===== src/tpio_defines.vh =====
// Constants for the three-port parallel I/O block.
// Assumes a 32-bit AHB-Lite slave with byte addresses four times the register index.
`ifndef TPIO_DEFINES_VH
`define TPIO_DEFINES_VH

// ****************************************
// Register indexes and word addresses
// ****************************************
`define TPIO_IDX_A_DATA 8'h00
`define TPIO_IDX_B_DATA 8'h01
`define TPIO_IDX_C_DATA 8'h02
`define TPIO_IDX_A_DIR 8'h04
`define TPIO_IDX_B_DIR 8'h05
`define TPIO_IDX_C_DIR 8'h06
`define TPIO_IDX_ADC_SEL 8'h10

// ****************************************
// Fields and reset values
// ****************************************
`define TPIO_CLKOUT_BIT 7
`define TPIO_CLK_PIN 2
`define TPIO_DIR_RESET 8'h00
`define TPIO_SEL_RESET 5'h1F
`define TPIO_C_MASK_64 6'h3F
`define TPIO_C_MASK_52 6'h1F

`endif


===== src/tpio_ports.v =====
// Ports A, B and C: data latches, direction registers, pin muxing, AHB-Lite slave.
// Assumes pins are synchronous to hclk; pad logic resolves the enables.
//
// Register access over AHB-Lite was left to the implementer.
`timescale 1ns/1ps
`include "tpio_defines.vh"

// ****************************************
// Behaviour
// - Port A: eight latch and direction bits
// - Port C six bits, top pin optional
// - Direction one drives pin, zero floats
// - Reset clears direction registers A, B, C
// - Direction registers A, B read back last write; C bit 6 reads zero
// - Reset leaves data latches unchanged
// - Data read: latch if output, else pin
// - Latch writes always accepted
// - Input pin write touches latch only
// - Channel select makes port B pin analog
// - Analog pin read: zero or latch
// - Analog pin ignores direction for drive
// - Direction C bit 7 drives clock out
// - Clock out overrides pin direction bit
// - Reset clears clock-output enable
// - Unimplemented port C bits read zero
// - Direction B at 5, C at 6
// ****************************************

module tpio_ports #(
  parameter PKG_64PIN = 1,
  parameter CH_COUNT = 8
) (
  input wire hclk,
  input wire hresetn,
  input wire clk_en,
  input wire sysclk_in,
  input wire hsel,
  input wire [31:0] haddr,
  input wire [1:0] htrans,
  input wire hwrite,
  input wire [2:0] hsize,
  input wire [31:0] hwdata,
  input wire hready,
  output reg [31:0] hrdata,
  output wire hreadyout,
  output wire hresp,
  input wire [7:0] first_port_pins_in,
  output wire [7:0] first_port_pins_out,
  output wire [7:0] first_port_pins_oe,
  input wire [7:0] second_port_pins_in,
  output wire [7:0] second_port_pins_out,
  output wire [7:0] second_port_pins_oe,
  output wire [7:0] analog_channel_pins,
  input wire [5:0] third_port_pins_in,
  output wire [5:0] third_port_pins_out,
  output wire [5:0] third_port_pins_oe
);

  // ****************************************
  // State
  // ****************************************
  // Latches have no reset on purpose: their value must survive system reset.
  reg [7:0] first_port_latch;
  reg [7:0] second_port_latch;
  reg [5:0] third_port_latch;
  reg [7:0] first_port_direction_q;
  reg [7:0] second_port_direction_q;
  reg [5:0] third_port_direction_q;
  reg sysclk_out_enable_q;
  reg [4:0] converter_channel_select_q;
  reg wr_pend_q;
  reg [7:0] wr_idx_q;
  wire [5:0] c_mask;
  wire [7:0] adc_use;
  wire addr_ok;
  wire [7:0] rd_idx;
  wire [7:0] c_read;
  reg [7:0] rd_byte;

  assign c_mask = (PKG_64PIN != 0) ? `TPIO_C_MASK_64 : `TPIO_C_MASK_52;

  // One-hot channel decode; selects past the port B range pick no pin.
  function [7:0] chan_decode;
    input [4:0] sel;
    begin
      chan_decode = (sel < CH_COUNT) ? (8'h01 << sel[2:0]) : 8'h00;
    end
  endfunction

  // Per bit: latch when output, else pin level.
  function [7:0] port_read;
    input [7:0] dir;
    input [7:0] latch;
    input [7:0] pin;
    begin
      port_read = (dir & latch) | (~dir & pin);
    end
  endfunction

  assign adc_use = chan_decode(converter_channel_select_q);

  // ****************************************
  // Bus slave
  // ****************************************
  assign hreadyout = 1'b1;
  assign hresp = 1'b0;
  assign addr_ok = hsel && htrans[1] && hready && (haddr[1:0] == 2'b00) && (haddr[31:10] == 22'h0);
  assign rd_idx = haddr[9:2];
  assign c_read = port_read({2'b00, third_port_direction_q}, {2'b00, third_port_latch}, {2'b00, third_port_pins_in});

  always @(posedge hclk or negedge hresetn) begin
    if (!hresetn) begin
      wr_pend_q <= 1'b0;
      wr_idx_q <= 8'h00;
      hrdata <= 32'h00000000;
    end else if (clk_en) begin
      wr_pend_q <= addr_ok && hwrite;
      wr_idx_q <= rd_idx;
      // Pins sampled at the read's address edge, returned in the data phase
      hrdata <= (addr_ok && !hwrite) ? {24'h000000, rd_byte} : 32'h00000000;
    end
  end

  always @* begin
    case (rd_idx)
      `TPIO_IDX_A_DATA: rd_byte = port_read(first_port_direction_q, first_port_latch, first_port_pins_in);
      // Analog pins read zero as input, latch as output
      `TPIO_IDX_B_DATA: rd_byte = port_read(second_port_direction_q, second_port_latch,
                                  second_port_pins_in & ~adc_use);
      `TPIO_IDX_C_DATA: rd_byte = {2'b00, c_mask & c_read[5:0]};
      `TPIO_IDX_A_DIR: rd_byte = first_port_direction_q;
      `TPIO_IDX_B_DIR: rd_byte = second_port_direction_q;
      `TPIO_IDX_C_DIR: rd_byte = {sysclk_out_enable_q, 1'b0, third_port_direction_q & c_mask};
      `TPIO_IDX_ADC_SEL: rd_byte = {3'b000, converter_channel_select_q};
      default: rd_byte = 8'h00;
    endcase
  end

  // ****************************************
  // Data latches
  // ****************************************
  always @(posedge hclk) begin
    if (clk_en && wr_pend_q) begin
      // Accepted whatever the direction bit says
      if (wr_idx_q == `TPIO_IDX_A_DATA) begin
        first_port_latch <= hwdata[7:0];
      end
      if (wr_idx_q == `TPIO_IDX_B_DATA) begin
        second_port_latch <= hwdata[7:0];
      end
      if (wr_idx_q == `TPIO_IDX_C_DATA) begin
        third_port_latch <= hwdata[5:0] & c_mask;
      end
    end
  end

  // ****************************************
  // Direction registers
  // ****************************************
  always @(posedge hclk or negedge hresetn) begin
    if (!hresetn) begin
      first_port_direction_q <= `TPIO_DIR_RESET;
      second_port_direction_q <= `TPIO_DIR_RESET;
      third_port_direction_q <= 6'h00;
      sysclk_out_enable_q <= 1'b0;
      converter_channel_select_q <= `TPIO_SEL_RESET;
    end else if (clk_en && wr_pend_q) begin
      if (wr_idx_q == `TPIO_IDX_A_DIR) begin
        first_port_direction_q <= hwdata[7:0];
      end
      if (wr_idx_q == `TPIO_IDX_B_DIR) begin
        second_port_direction_q <= hwdata[7:0];
      end
      if (wr_idx_q == `TPIO_IDX_C_DIR) begin
        third_port_direction_q <= hwdata[5:0] & c_mask;
        sysclk_out_enable_q <= hwdata[`TPIO_CLKOUT_BIT];
      end
      if (wr_idx_q == `TPIO_IDX_ADC_SEL) begin
        converter_channel_select_q <= hwdata[4:0];
      end
    end
  end

  // ****************************************
  // Pin drivers
  // ****************************************
  assign first_port_pins_out = first_port_latch;
  assign first_port_pins_oe = first_port_direction_q;
  assign second_port_pins_out = second_port_latch;
  assign second_port_pins_oe = second_port_direction_q & ~adc_use;
  assign analog_channel_pins = adc_use;

  genvar gi;
  generate
    for (gi = 0; gi < 6; gi = gi + 1) begin : g_c_pin
      if (gi == `TPIO_CLK_PIN) begin : g_clk
        // Clock gated by a register bit; glitch-free only if enable changes while clock is low.
        assign third_port_pins_out[gi] = sysclk_out_enable_q ? sysclk_in : third_port_latch[gi];
        assign third_port_pins_oe[gi] = sysclk_out_enable_q | third_port_direction_q[gi];
      end else begin : g_io
        assign third_port_pins_out[gi] = third_port_latch[gi];
        assign third_port_pins_oe[gi] = third_port_direction_q[gi] & c_mask[gi];
      end
    end
  endgenerate

endmodule // tpio_ports


===== config.mk =====
export PLATFORM = sky130hd
export DESIGN_NAME = tpio_ports
export DESIGN_NICKNAME = d
export VERILOG_FILES = /design/src/tpio_ports.v
export VERILOG_INCLUDE_DIRS = /design/src
export SDC_FILE = /design/constraint.sdc
export NUM_CORES = 1
export LEC_CHECK = 0
export ABC_AREA = 1
export BUFFER_PORTS_ARGS = -buffer_cell sky130_fd_sc_hd__buf_4
export CORE_MARGIN = 4
export CORE_UTILIZATION = 43
export DETAILED_ROUTE_END_ITERATION = 7
export PLACE_DENSITY = 0.77
export SLEW_MARGIN = 10
export SYNTH_ARGS = -nofsm -noshare
export SYNTH_HDL_FRONTEND = slang
export SYNTH_SLANG_ARGS = --single-unit
export TNS_END_PERCENT = 30

===== constraint.sdc =====
create_clock -name hclk -period 1.6 [get_ports hclk]
set_input_delay 0.08 -clock hclk [delete_from_list [all_inputs] [get_ports hclk]]
set_output_delay 0.08 -clock hclk [all_outputs]
set_load 0.02 [all_outputs]

==> impl_metrics.yaml, run 1 <==
yosys:
  synthCells: 512
  yosys_warnings: 0
  synth_area_leaders: "dfrtp_1 25%, edfxtp_1 17%, nand2_1 12%"
  synth_cell_types: 29
  synth_edf_count: 22
  synth_top_cells_by_count: "131 x nand2_1, 79 x nor2_1, 53 x inv_1"
  yosysTopAreaCellShare: 0.251
  syn_area_per_cell_um2: 7.78
  postSynth.asyncResetShare: 0.672
  ys_seq_area_frac: 0.450
  yosys.area.top_type: "dfrtp_1"
  synth_top_flop_cell: "dfrtp_1"
  synth_most_common_cell: "nand2_1"
  syn_area_mm2: 0.00398
  synth-seq-cells: 67
power_and_ir_drop:
  clock_power_share: 0.388
  intPower_w: 0.00302
  vdd.ir_drop.worst_mv: 0.444
  switchingPower_w: 0.00114
  p_seq_frac: 0.455
  combPwrFrac: 0.158
  power_leakage_nw: 2.72
  switching_share: 0.275
  powerDensity_mw_per_mm2: 773
  p_total_w: 0.00416
floorplanning:
  die_area_mm2: 0.0109
  fp.dieH_um: 104
  core-area_mm2: 0.00885
  num_rows: 34
  die_x_um: 104
  io_pins: 184
  initial_core_util: 0.450
sta:
  rsz0062_at_grt: "yes"
  period_minus_slack_ps: 1640
  setup_slack_ps: -36.1
  setup_viol: 3
  hold_violations: 0
  worst_pin_slew_ps: 591
  slew_violations: 0
  slew_headroom: 0.606
  max_freq_mhz: 611
  post-route-period-util: 1.02
  finClkSkew_ps: 10.8
place:
  preCtsSetupSlack_ps: 74.4
  dp_hpwl_um: 8590
  gp_congestion: 0.900
  dp.cells: 742
  port_buffers: 129
routing:
  final_antenna_net_count: 0
  wl_per_cell_um: 15.0
  drtIter0Drc: 287
  drcViolationCount: 0
  firstDrtPassIters: 4
  drt-vias-per-instance: 4.94
  wl_um: 11600
  num_vias: 3805
critical_path:
  worstPathMaxFanout: 5
  cpPeakStageDelay_ps: 570
  crit_start: "converter_channel_select_q[0]"
  slowest_stage: "dfstp_2"
  cp-start-kind: "register"
  worstPathCellList: "nand2_1, nor2_2, buf_4"
  critical_path_class: "register to output pin"
  r2r_start: "converter_channel_select_q[0]"
  path_depth: 3
  worst-endpoint-arrival_ps: 1560
  crit_end: "analog_channel_pins[3]"
  cp-end-kind: "output pin"
  rrSetupSlack_ps: 70
  cp_data_required_time_ps: 1520
  cp_top_family: "flip-flops"
  reg2reg_depth: 7
  rr_endpoint: "hrdata[3]"
  path_buf_inv: 1
global_routing:
  grt_pass1_vias: 3800
  grt_pass1_wl_um: 18500
  grt_overflow: 0
  grt_start_max_net_pins: 46
  antenna_found_initial: 0
  grt_usage: 0.212
finish:
  fin_nets: 756
  antenna_cells: 0
  fin_cells: 771
  drive_gt1_frac: 0.351
  syn_to_final_growth_pct: 35.3
clock_tree:
  numCtsBuffers: 9
  cts_buffer_depth: 2
  clk_pin_slew_worst_paths_ps: 80
  cts_htree_levels: 3
  cts_tree: "yes"
  cts_root_buffer: "clkbuf_8"
  clock-sinks: 67
  clk-insertion-delay-late_ps: 360
run_status:
  status: "finished, violations left"
  violations: "setup timing"
run:
  cap_violations: 0
worst_hold_path:
  holdCritPathClass: "input pin to register"
[power by group through the flow]
stage / Sequential, W / Clock, W / Combinational, W
floorplan: 0.00192 / 0 / 0.000367
global placement: 0.00192 / 0 / 0.000593
detailed placement: 0.00192 / 0 / 0.000603
CTS: 0.00189 / 0.00163 / 0.000638
global route: 0.00190 / 0.00173 / 0.000719
finish: 0.00189 / 0.00161 / 0.000657
[layout make-up]
cell class / instances / area, µm²
fillers: 773 / 3460
well taps: 108 / 135
inverters: 61 / 244
multi-input cells: 365 / 1790
repair buffers: 154 / 1190
clock inverters: 6 / 88.8
clock buffers: 10 / 138
flip-flops and latches: 67 / 1790
[cells by family (layout without fill, tap and decap cells)]
logic type,count (synthesis),after routing,share of synthesized area
other cells,2,26,0.00189
buf+inv,104,231,0.140
compound gates,63,63,0.0999
simple gates,276,276,0.307
flops,67,67,0.450
[flip-flops by register name (all words and copies together) (netlist names)]
register,count
converter_channel_select_q,5
first_port_pins_oe,8
first_port_pins_out,8
hrdata,8
second_port_direction_q,8
second_port_pins_out,8
sysclk_out_enable_q,1
third_port_direction_q,6
third_port_latch,6
wr_idx_q,8
wr_pend_q,1
[cell usage in the layout, fill, tap and decap left out, drive strengths merged]
cell and instances:
nor2 87, dfrtp 40, a21boi 2, edfxtp 22, clkbuf 10, conb 26
clkinvlp 2, a21oi 10, nand3 36, o211ai 1, o21ai 50, nor3 5
clkinv 3, bufinv 2, dfstp 5, inv 60, nand4 4, nand2 144
buf 141, dlygate4sd3 13
[worst min path at each step]
stage                        from                    end  slack [ps]  cells past startpoint
after global routing       clk_en            wr_idx_q[2]          20                      2
after floorplan           hresetn  first_port_pins_oe[0]        -220                      0
after detailed placement  hresetn  first_port_pins_oe[1]         120                      1
after CTS                  clk_en            wr_idx_q[0]           7                      2
after global placement    hresetn  first_port_pins_oe[1]         120                      1
final                      clk_en            wr_idx_q[0]          10                      2
[per-layer routing]
layer	GRT usage	vias to the layer above	routed length, µm
met4	0.0969	0	374
met2	0.319	190	5220
li1	-	1851	-
met3	0.0540	29	920
met1	0.287	1735	5070
met5	0	-	0
[per-stage QoR]
stage          utilization  hold slack [ps]  TNS, ps  area [µm²]
2_1_floorplan            -             -216        0        4070
4_1_cts              0.600             7.45    -10.8        5310
3_3_place_gp         0.558              115        0        4940
3_5_place_dp         0.558              119        0        4940
6_report             0.609             9.86    -54.2        5390
5_1_grt              0.609             25.0     -371        5390
[what timing repair did]
action                                 in CTS  in global routing
hold buffers                               13                  0
endpoints found under the hold margin      66                  0
pin swaps                                   0                  2
setup endpoints to repair                   9                 41
buffers inserted                            0                  1
gates resized for setup                     7                 22
Note: power is estimated with default switching activity, not from simulation.
==> inputs of run 2 (changes only) <==
--- a/config.mk
+++ b/config.mk
@@ -9,9 +9,9 @@
 export ABC_AREA = 1
 export BUFFER_PORTS_ARGS = -buffer_cell sky130_fd_sc_hd__buf_4
 export CORE_MARGIN = 4
-export CORE_UTILIZATION = 43
+export CORE_UTILIZATION = 47
 export DETAILED_ROUTE_END_ITERATION = 7
-export PLACE_DENSITY = 0.77
+export PLACE_DENSITY = 0.8
 export SLEW_MARGIN = 10
 export SYNTH_ARGS = -nofsm -noshare
 export SYNTH_HDL_FRONTEND = slang
==> constraint.sdc (replaced) <==
create_clock -name hclk -period 1.72 [get_ports hclk]
set_input_delay 0.086 -clock hclk [delete_from_list [all_inputs] [get_ports hclk]]
set_output_delay 0.086 -clock hclk [all_outputs]
set_load 0.02 [all_outputs]
==> impl_metrics.yaml, run 2 (synthesis results as in run 1) <==
sta:
  max_freq_mhz: 603
  worst_pin_slew_ps: 603
  period_minus_slack_ps: 1660
  hold_violations: 0
  setup_slack_ps: 60.7
  slew_headroom: 0.598
  post-route-period-util: 0.965
  rsz0062_at_grt: "yes"
  setup_viol: 0
  finClkSkew_ps: 13.1
  hold_ws_ps: 14.9
  slew_violations: 0
floorplanning:
  initial_core_util: 0.485
  fp.dieH_um: 100
  num_rows: 33
  die_x_um: 100
  core-area_mm2: 0.00822
  io_pins: 184
  die_area_mm2: 0.0100
place:
  dp_hpwl_um: 8440
  dpl-instance-area_mm2: 0.00489
  port_buffers: 129
  gp_congestion: 0.926
  preCtsSetupSlack_ps: 181
  dp.cells: 733
routing:
  drcViolationCount: 0
  wl_um: 11500
  final_antenna_net_count: 0
  firstDrtPassIters: 5
  drt-vias-per-instance: 4.96
  drtIter0Drc: 224
  wl_per_cell_um: 15.1
  num_vias: 3772
finish:
  mostFrequentLayoutCells: "135 x buf_4, 130 x nand2_1, 75 x nor2_1"
  design_area_mm2: 0.00529
  syn_to_final_growth_pct: 32.8
  drive_gt1_frac: 0.326
  fin_cells: 761
  antenna_cells: 0
  fin_nets: 749
  final_common_cell: "buf_4"
global_routing:
  grt_overflow: 0
  grt_start_max_net_pins: 46
  grt_usage: 0.227
  grt_pass1_vias: 3642
  antenna_found_initial: 0
  grt_pass1_wl_um: 17800
run:
  cap_violations: 0
clock_tree:
  cts_htree_levels: 3
  postCtsSetupBuffers: 0
  clk-insertion-delay-late_ps: 360
  cts_tree: "yes"
  numCtsBuffers: 9
  cts_root_buffer: "clkbuf_8"
  clk_pin_slew_worst_paths_ps: 70
  clock-sinks: 67
  cts_buffer_depth: 2
critical_path:
  crit_start: "converter_channel_select_q[3]"
  cp-start-kind: "register"
  rr_endpoint: "third_port_direction_q[1]"
  reg2reg_depth: 6
  crit_end: "second_port_pins_oe[5]"
  cp-end-kind: "output pin"
  worstPathMaxFanout: 4
  r2r_start: "wr_idx_q[5]"
  cp_data_required_time_ps: 1630
  worst-endpoint-arrival_ps: 1570
  critical_path_class: "register to output pin"
  rrSetupSlack_ps: 160
power_and_ir_drop:
  combPwrFrac: 0.144
  switching_share: 0.255
  power_leakage_nw: 2.68
  clock_power_share: 0.428
  powerDensity_mw_per_mm2: 776
  vdd.ir_drop.worst_mv: 0.502
  p_seq_frac: 0.428
  switchingPower_w: 0.00105
  intPower_w: 0.00306
worst_hold_path:
  holdCritPathClass: "input pin to register"
  hp-start: "haddr[3]"
run_status:
  status: "finished, final reports clean"
run 2: layout make-up:
cell class | instances | area [µm²]
clock buffer | 10 | 128
clock inverter | 6 | 138
fill | 700 | 2930
inverter | 61 | 234
multi-input combinational | 365 | 1730
sequential | 67 | 1790
tap | 105 | 131
timing repair buffer | 147 | 1130
run 2: how the worst min path moves through the flow:
stage / endpoint / slack, ps / cells past startpoint
after detailed placement: first_port_pins_oe[6] / 130 / 1
after floorplan: first_port_pins_oe[0] / -210 / 0
after global routing: wr_idx_q[1] / 10 / 3
after CTS: wr_idx_q[1] / 5 / 3
after global placement: first_port_pins_oe[1] / 120 / 1
final: wr_idx_q[1] / 10 / 3
run 2: metrics by stage:
| step | TNS, ps | util | power (W) |
|---|---|---|---|
| floorplan | 0 | - | 0.00213 |
| global placement | 0 | 0.595 | 0.00233 |
| detailed placement | 0 | 0.595 | 0.00235 |
| CTS | 0 | 0.642 | 0.00412 |
| global route | -25.9 | 0.644 | 0.00425 |
| finish | 0 | 0.644 | 0.00410 |
run 2: critical path, cell delays in order, from the launching register on:
cell	delay, ps
dfstp_2	550
nor2_2	60
nand2_1	170
nor2_2	70
buf_4	140
nor2_1	80
buf_4	150
run 2: power by group through the flow:
stage	Clock, W	Combinational [W]	Sequential (W)
CTS	0.00178	0.000585	0.00175
floorplan	0	0.000342	0.00179
finish	0.00176	0.000590	0.00176
detailed placement	0	0.000560	0.00179
global placement	0	0.000547	0.00178
global route	0.00184	0.000649	0.00176
run 2: what timing repair did:
| item | CTS | global route |
|---|---|---|
| gates resized for setup | 0 | 6 |
| setup endpoints to repair | 0 | 19 |
| hold endpoints to repair | 65 | 0 |
| hold buffers | 12 | 0 |
run 2: routing by layer:
metal  global-route usage  up-vias  wire length (µm)
met5                    0        -                 0
met4               0.0705        0               257
met3               0.0688       25              1200
met2                0.371      203              5250
met1                0.291     1710              4770
li1                     -     1834                 -
==> inputs of run 3 (changes only) <==
--- a/config.mk
+++ b/config.mk
@@ -12,6 +12,7 @@
 export CORE_UTILIZATION = 47
 export DETAILED_ROUTE_END_ITERATION = 7
 export PLACE_DENSITY = 0.8
+export SETUP_SLACK_MARGIN = 0.15
 export SLEW_MARGIN = 10
 export SYNTH_ARGS = -nofsm -noshare
 export SYNTH_HDL_FRONTEND = slang
==> impl_metrics.yaml, run 3 (synthesis results as in run 1) <==
finish:
  antenna_cells: 0
  syn_to_final_growth_pct: 34.8
  final_common_cell: "buf_4"
  drive_gt1_frac: 0.341
  mostFrequentLayoutCells: "138 x buf_4, 126 x nand2_1, 73 x nor2_1"
  fin_nets: 753
  num-fill-cells: 690
place:
  gp_congestion: 0.926
  port_buffers: 129
  dp_hpwl_um: 8440
  preCtsSetupSlack_ps: 181
floorplanning:
  die_x_um: 100
  die_area_mm2: 0.0100
  initial_core_util: 0.485
  fp.dieH_um: 100
  core-area_mm2: 0.00822
  io_pins: 184
  num_rows: 33
sta:
  setup_slack_ps: 97.0
  finClkSkew_ps: 13.6
  period_minus_slack_ps: 1620
  max_freq_mhz: 616
  setup_viol: 0
  post-route-period-util: 0.944
  final.setup.tns_ps: 0
  hold_violations: 0
  slew_violations: 0
  worst_pin_slew_ps: 600
  hold_ws_ps: 14.7
  rsz0062_at_grt: "yes"
  slew_headroom: 0.600
critical_path:
  critical_path_class: "register to output pin"
  r2r_start: "wr_idx_q[5]"
  rr_endpoint: "first_port_pins_out[4]"
  cp-start-kind: "register"
  worstPathMaxFanout: 4
  rrSetupSlack_ps: 220
  cp_data_required_time_ps: 1630
  cp-end-kind: "output pin"
  worst-endpoint-arrival_ps: 1540
  reg2reg_depth: 4
clock_tree:
  cts_tree: "yes"
  cts_buffer_depth: 2
  clk-insertion-delay-late_ps: 360
  clk_pin_slew_worst_paths_ps: 70
  clock-sinks: 67
  numCtsBuffers: 9
  cts_htree_levels: 3
  cts_root_buffer: "clkbuf_8"
routing:
  firstDrtPassIters: 5
  final_antenna_net_count: 0
  num_vias: 3833
  wl_um: 11600
  drtIter0Drc: 247
  drcViolationCount: 0
  wl_per_cell_um: 15.2
  drt-vias-per-instance: 5.01
worst_hold_path:
  hp-start: "haddr[3]"
  hold_path_depth: 3
  holdCritPathClass: "input pin to register"
  hold_end: "wr_idx_q[1]"
power_and_ir_drop:
  power_leakage_nw: 2.73
  powerDensity_mw_per_mm2: 771
  vdd.ir_drop.worst_mv: 0.507
global_routing:
  antenna_found_initial: 0
  grt_pass1_wl_um: 18000
  grt_overflow: 0
  grt_start_max_net_pins: 46
  grt_usage: 0.230
  grt_pass1_vias: 3690
run:
  cap_violations: 0
run_status:
  status: "finished, final reports clean"
==> run 3: cell count changes in the layout (fill, tap and decap cells not counted), sizes merged <==
cell,change
buf,+4
==> run 3: layer usage <==
layer  up-vias  track usage  share of wire
li1       1848            -              -
met1      1750        0.294           0.40
met2       212        0.381           0.47
met3        23       0.0674           0.11
met4         0       0.0674          0.019
met5         -            0              0
==> run 3: how the worst max path moves through the flow <==
stage	startpoint	endpoint	slack (ps)
after floorplan	wr_idx_q[5]	first_port_pins_out[0]	190
after global placement	converter_channel_select_q[3]	hrdata[1]	240
after detailed placement	wr_idx_q[5]	third_port_direction_q[5]	180
after CTS	converter_channel_select_q[3]	second_port_pins_oe[5]	140
after global routing	converter_channel_select_q[3]	second_port_pins_oe[5]	50
final	converter_channel_select_q[3]	second_port_pins_oe[5]	100
==> run 3: timing repair <==
item                       CTS  global route
gates resized for setup     10            10
setup buffers                3             1
gates cloned                 0             0
setup endpoints to repair   10            26
pin swaps                    1             2
hold endpoints to repair    65             0
hold buffers                12             0
==> run 3: where the power goes <==
group	internal (W)	leakage [nW]	total (W)	switching (W)
Combinational	0.000251	1.81	0.000609	0.000358
Clock	0.00112	0.131	0.00177	0.000652
Sequential	0.00170	0.791	0.00176	0.0000568
==> run 3: layout make-up <==
class	count	area, µm²	area share
Clock inverter	6	138	0.0256
Sequential cell	67	1790	0.334
Multi-Input combinational cell	365	1780	0.331
Clock buffer	10	128	0.0238
Timing Repair Buffer	151	1170	0.218
Tap cell	105	131	0.0245
Inverter	61	231	0.0431
==> run 3: metrics by stage <==
step	utilization	area [µm²]	cells	total power [W]
floorplan	-	4070	536	0.00213
detailed placement	0.595	4890	733	0.00235
CTS	0.648	5330	764	0.00414
global placement	0.595	4890	733	0.00233
finish	0.653	5370	765	0.00414
global route	0.653	5370	765	0.00427
==> run 3: worst max-delay path: stages (launching register included) <==
cell,delay [ps]
dfstp_2,560
nor2_4,50
nand2_2,130
nor2_2,70
buf_4,140
nor2_1,80
buf_4,150
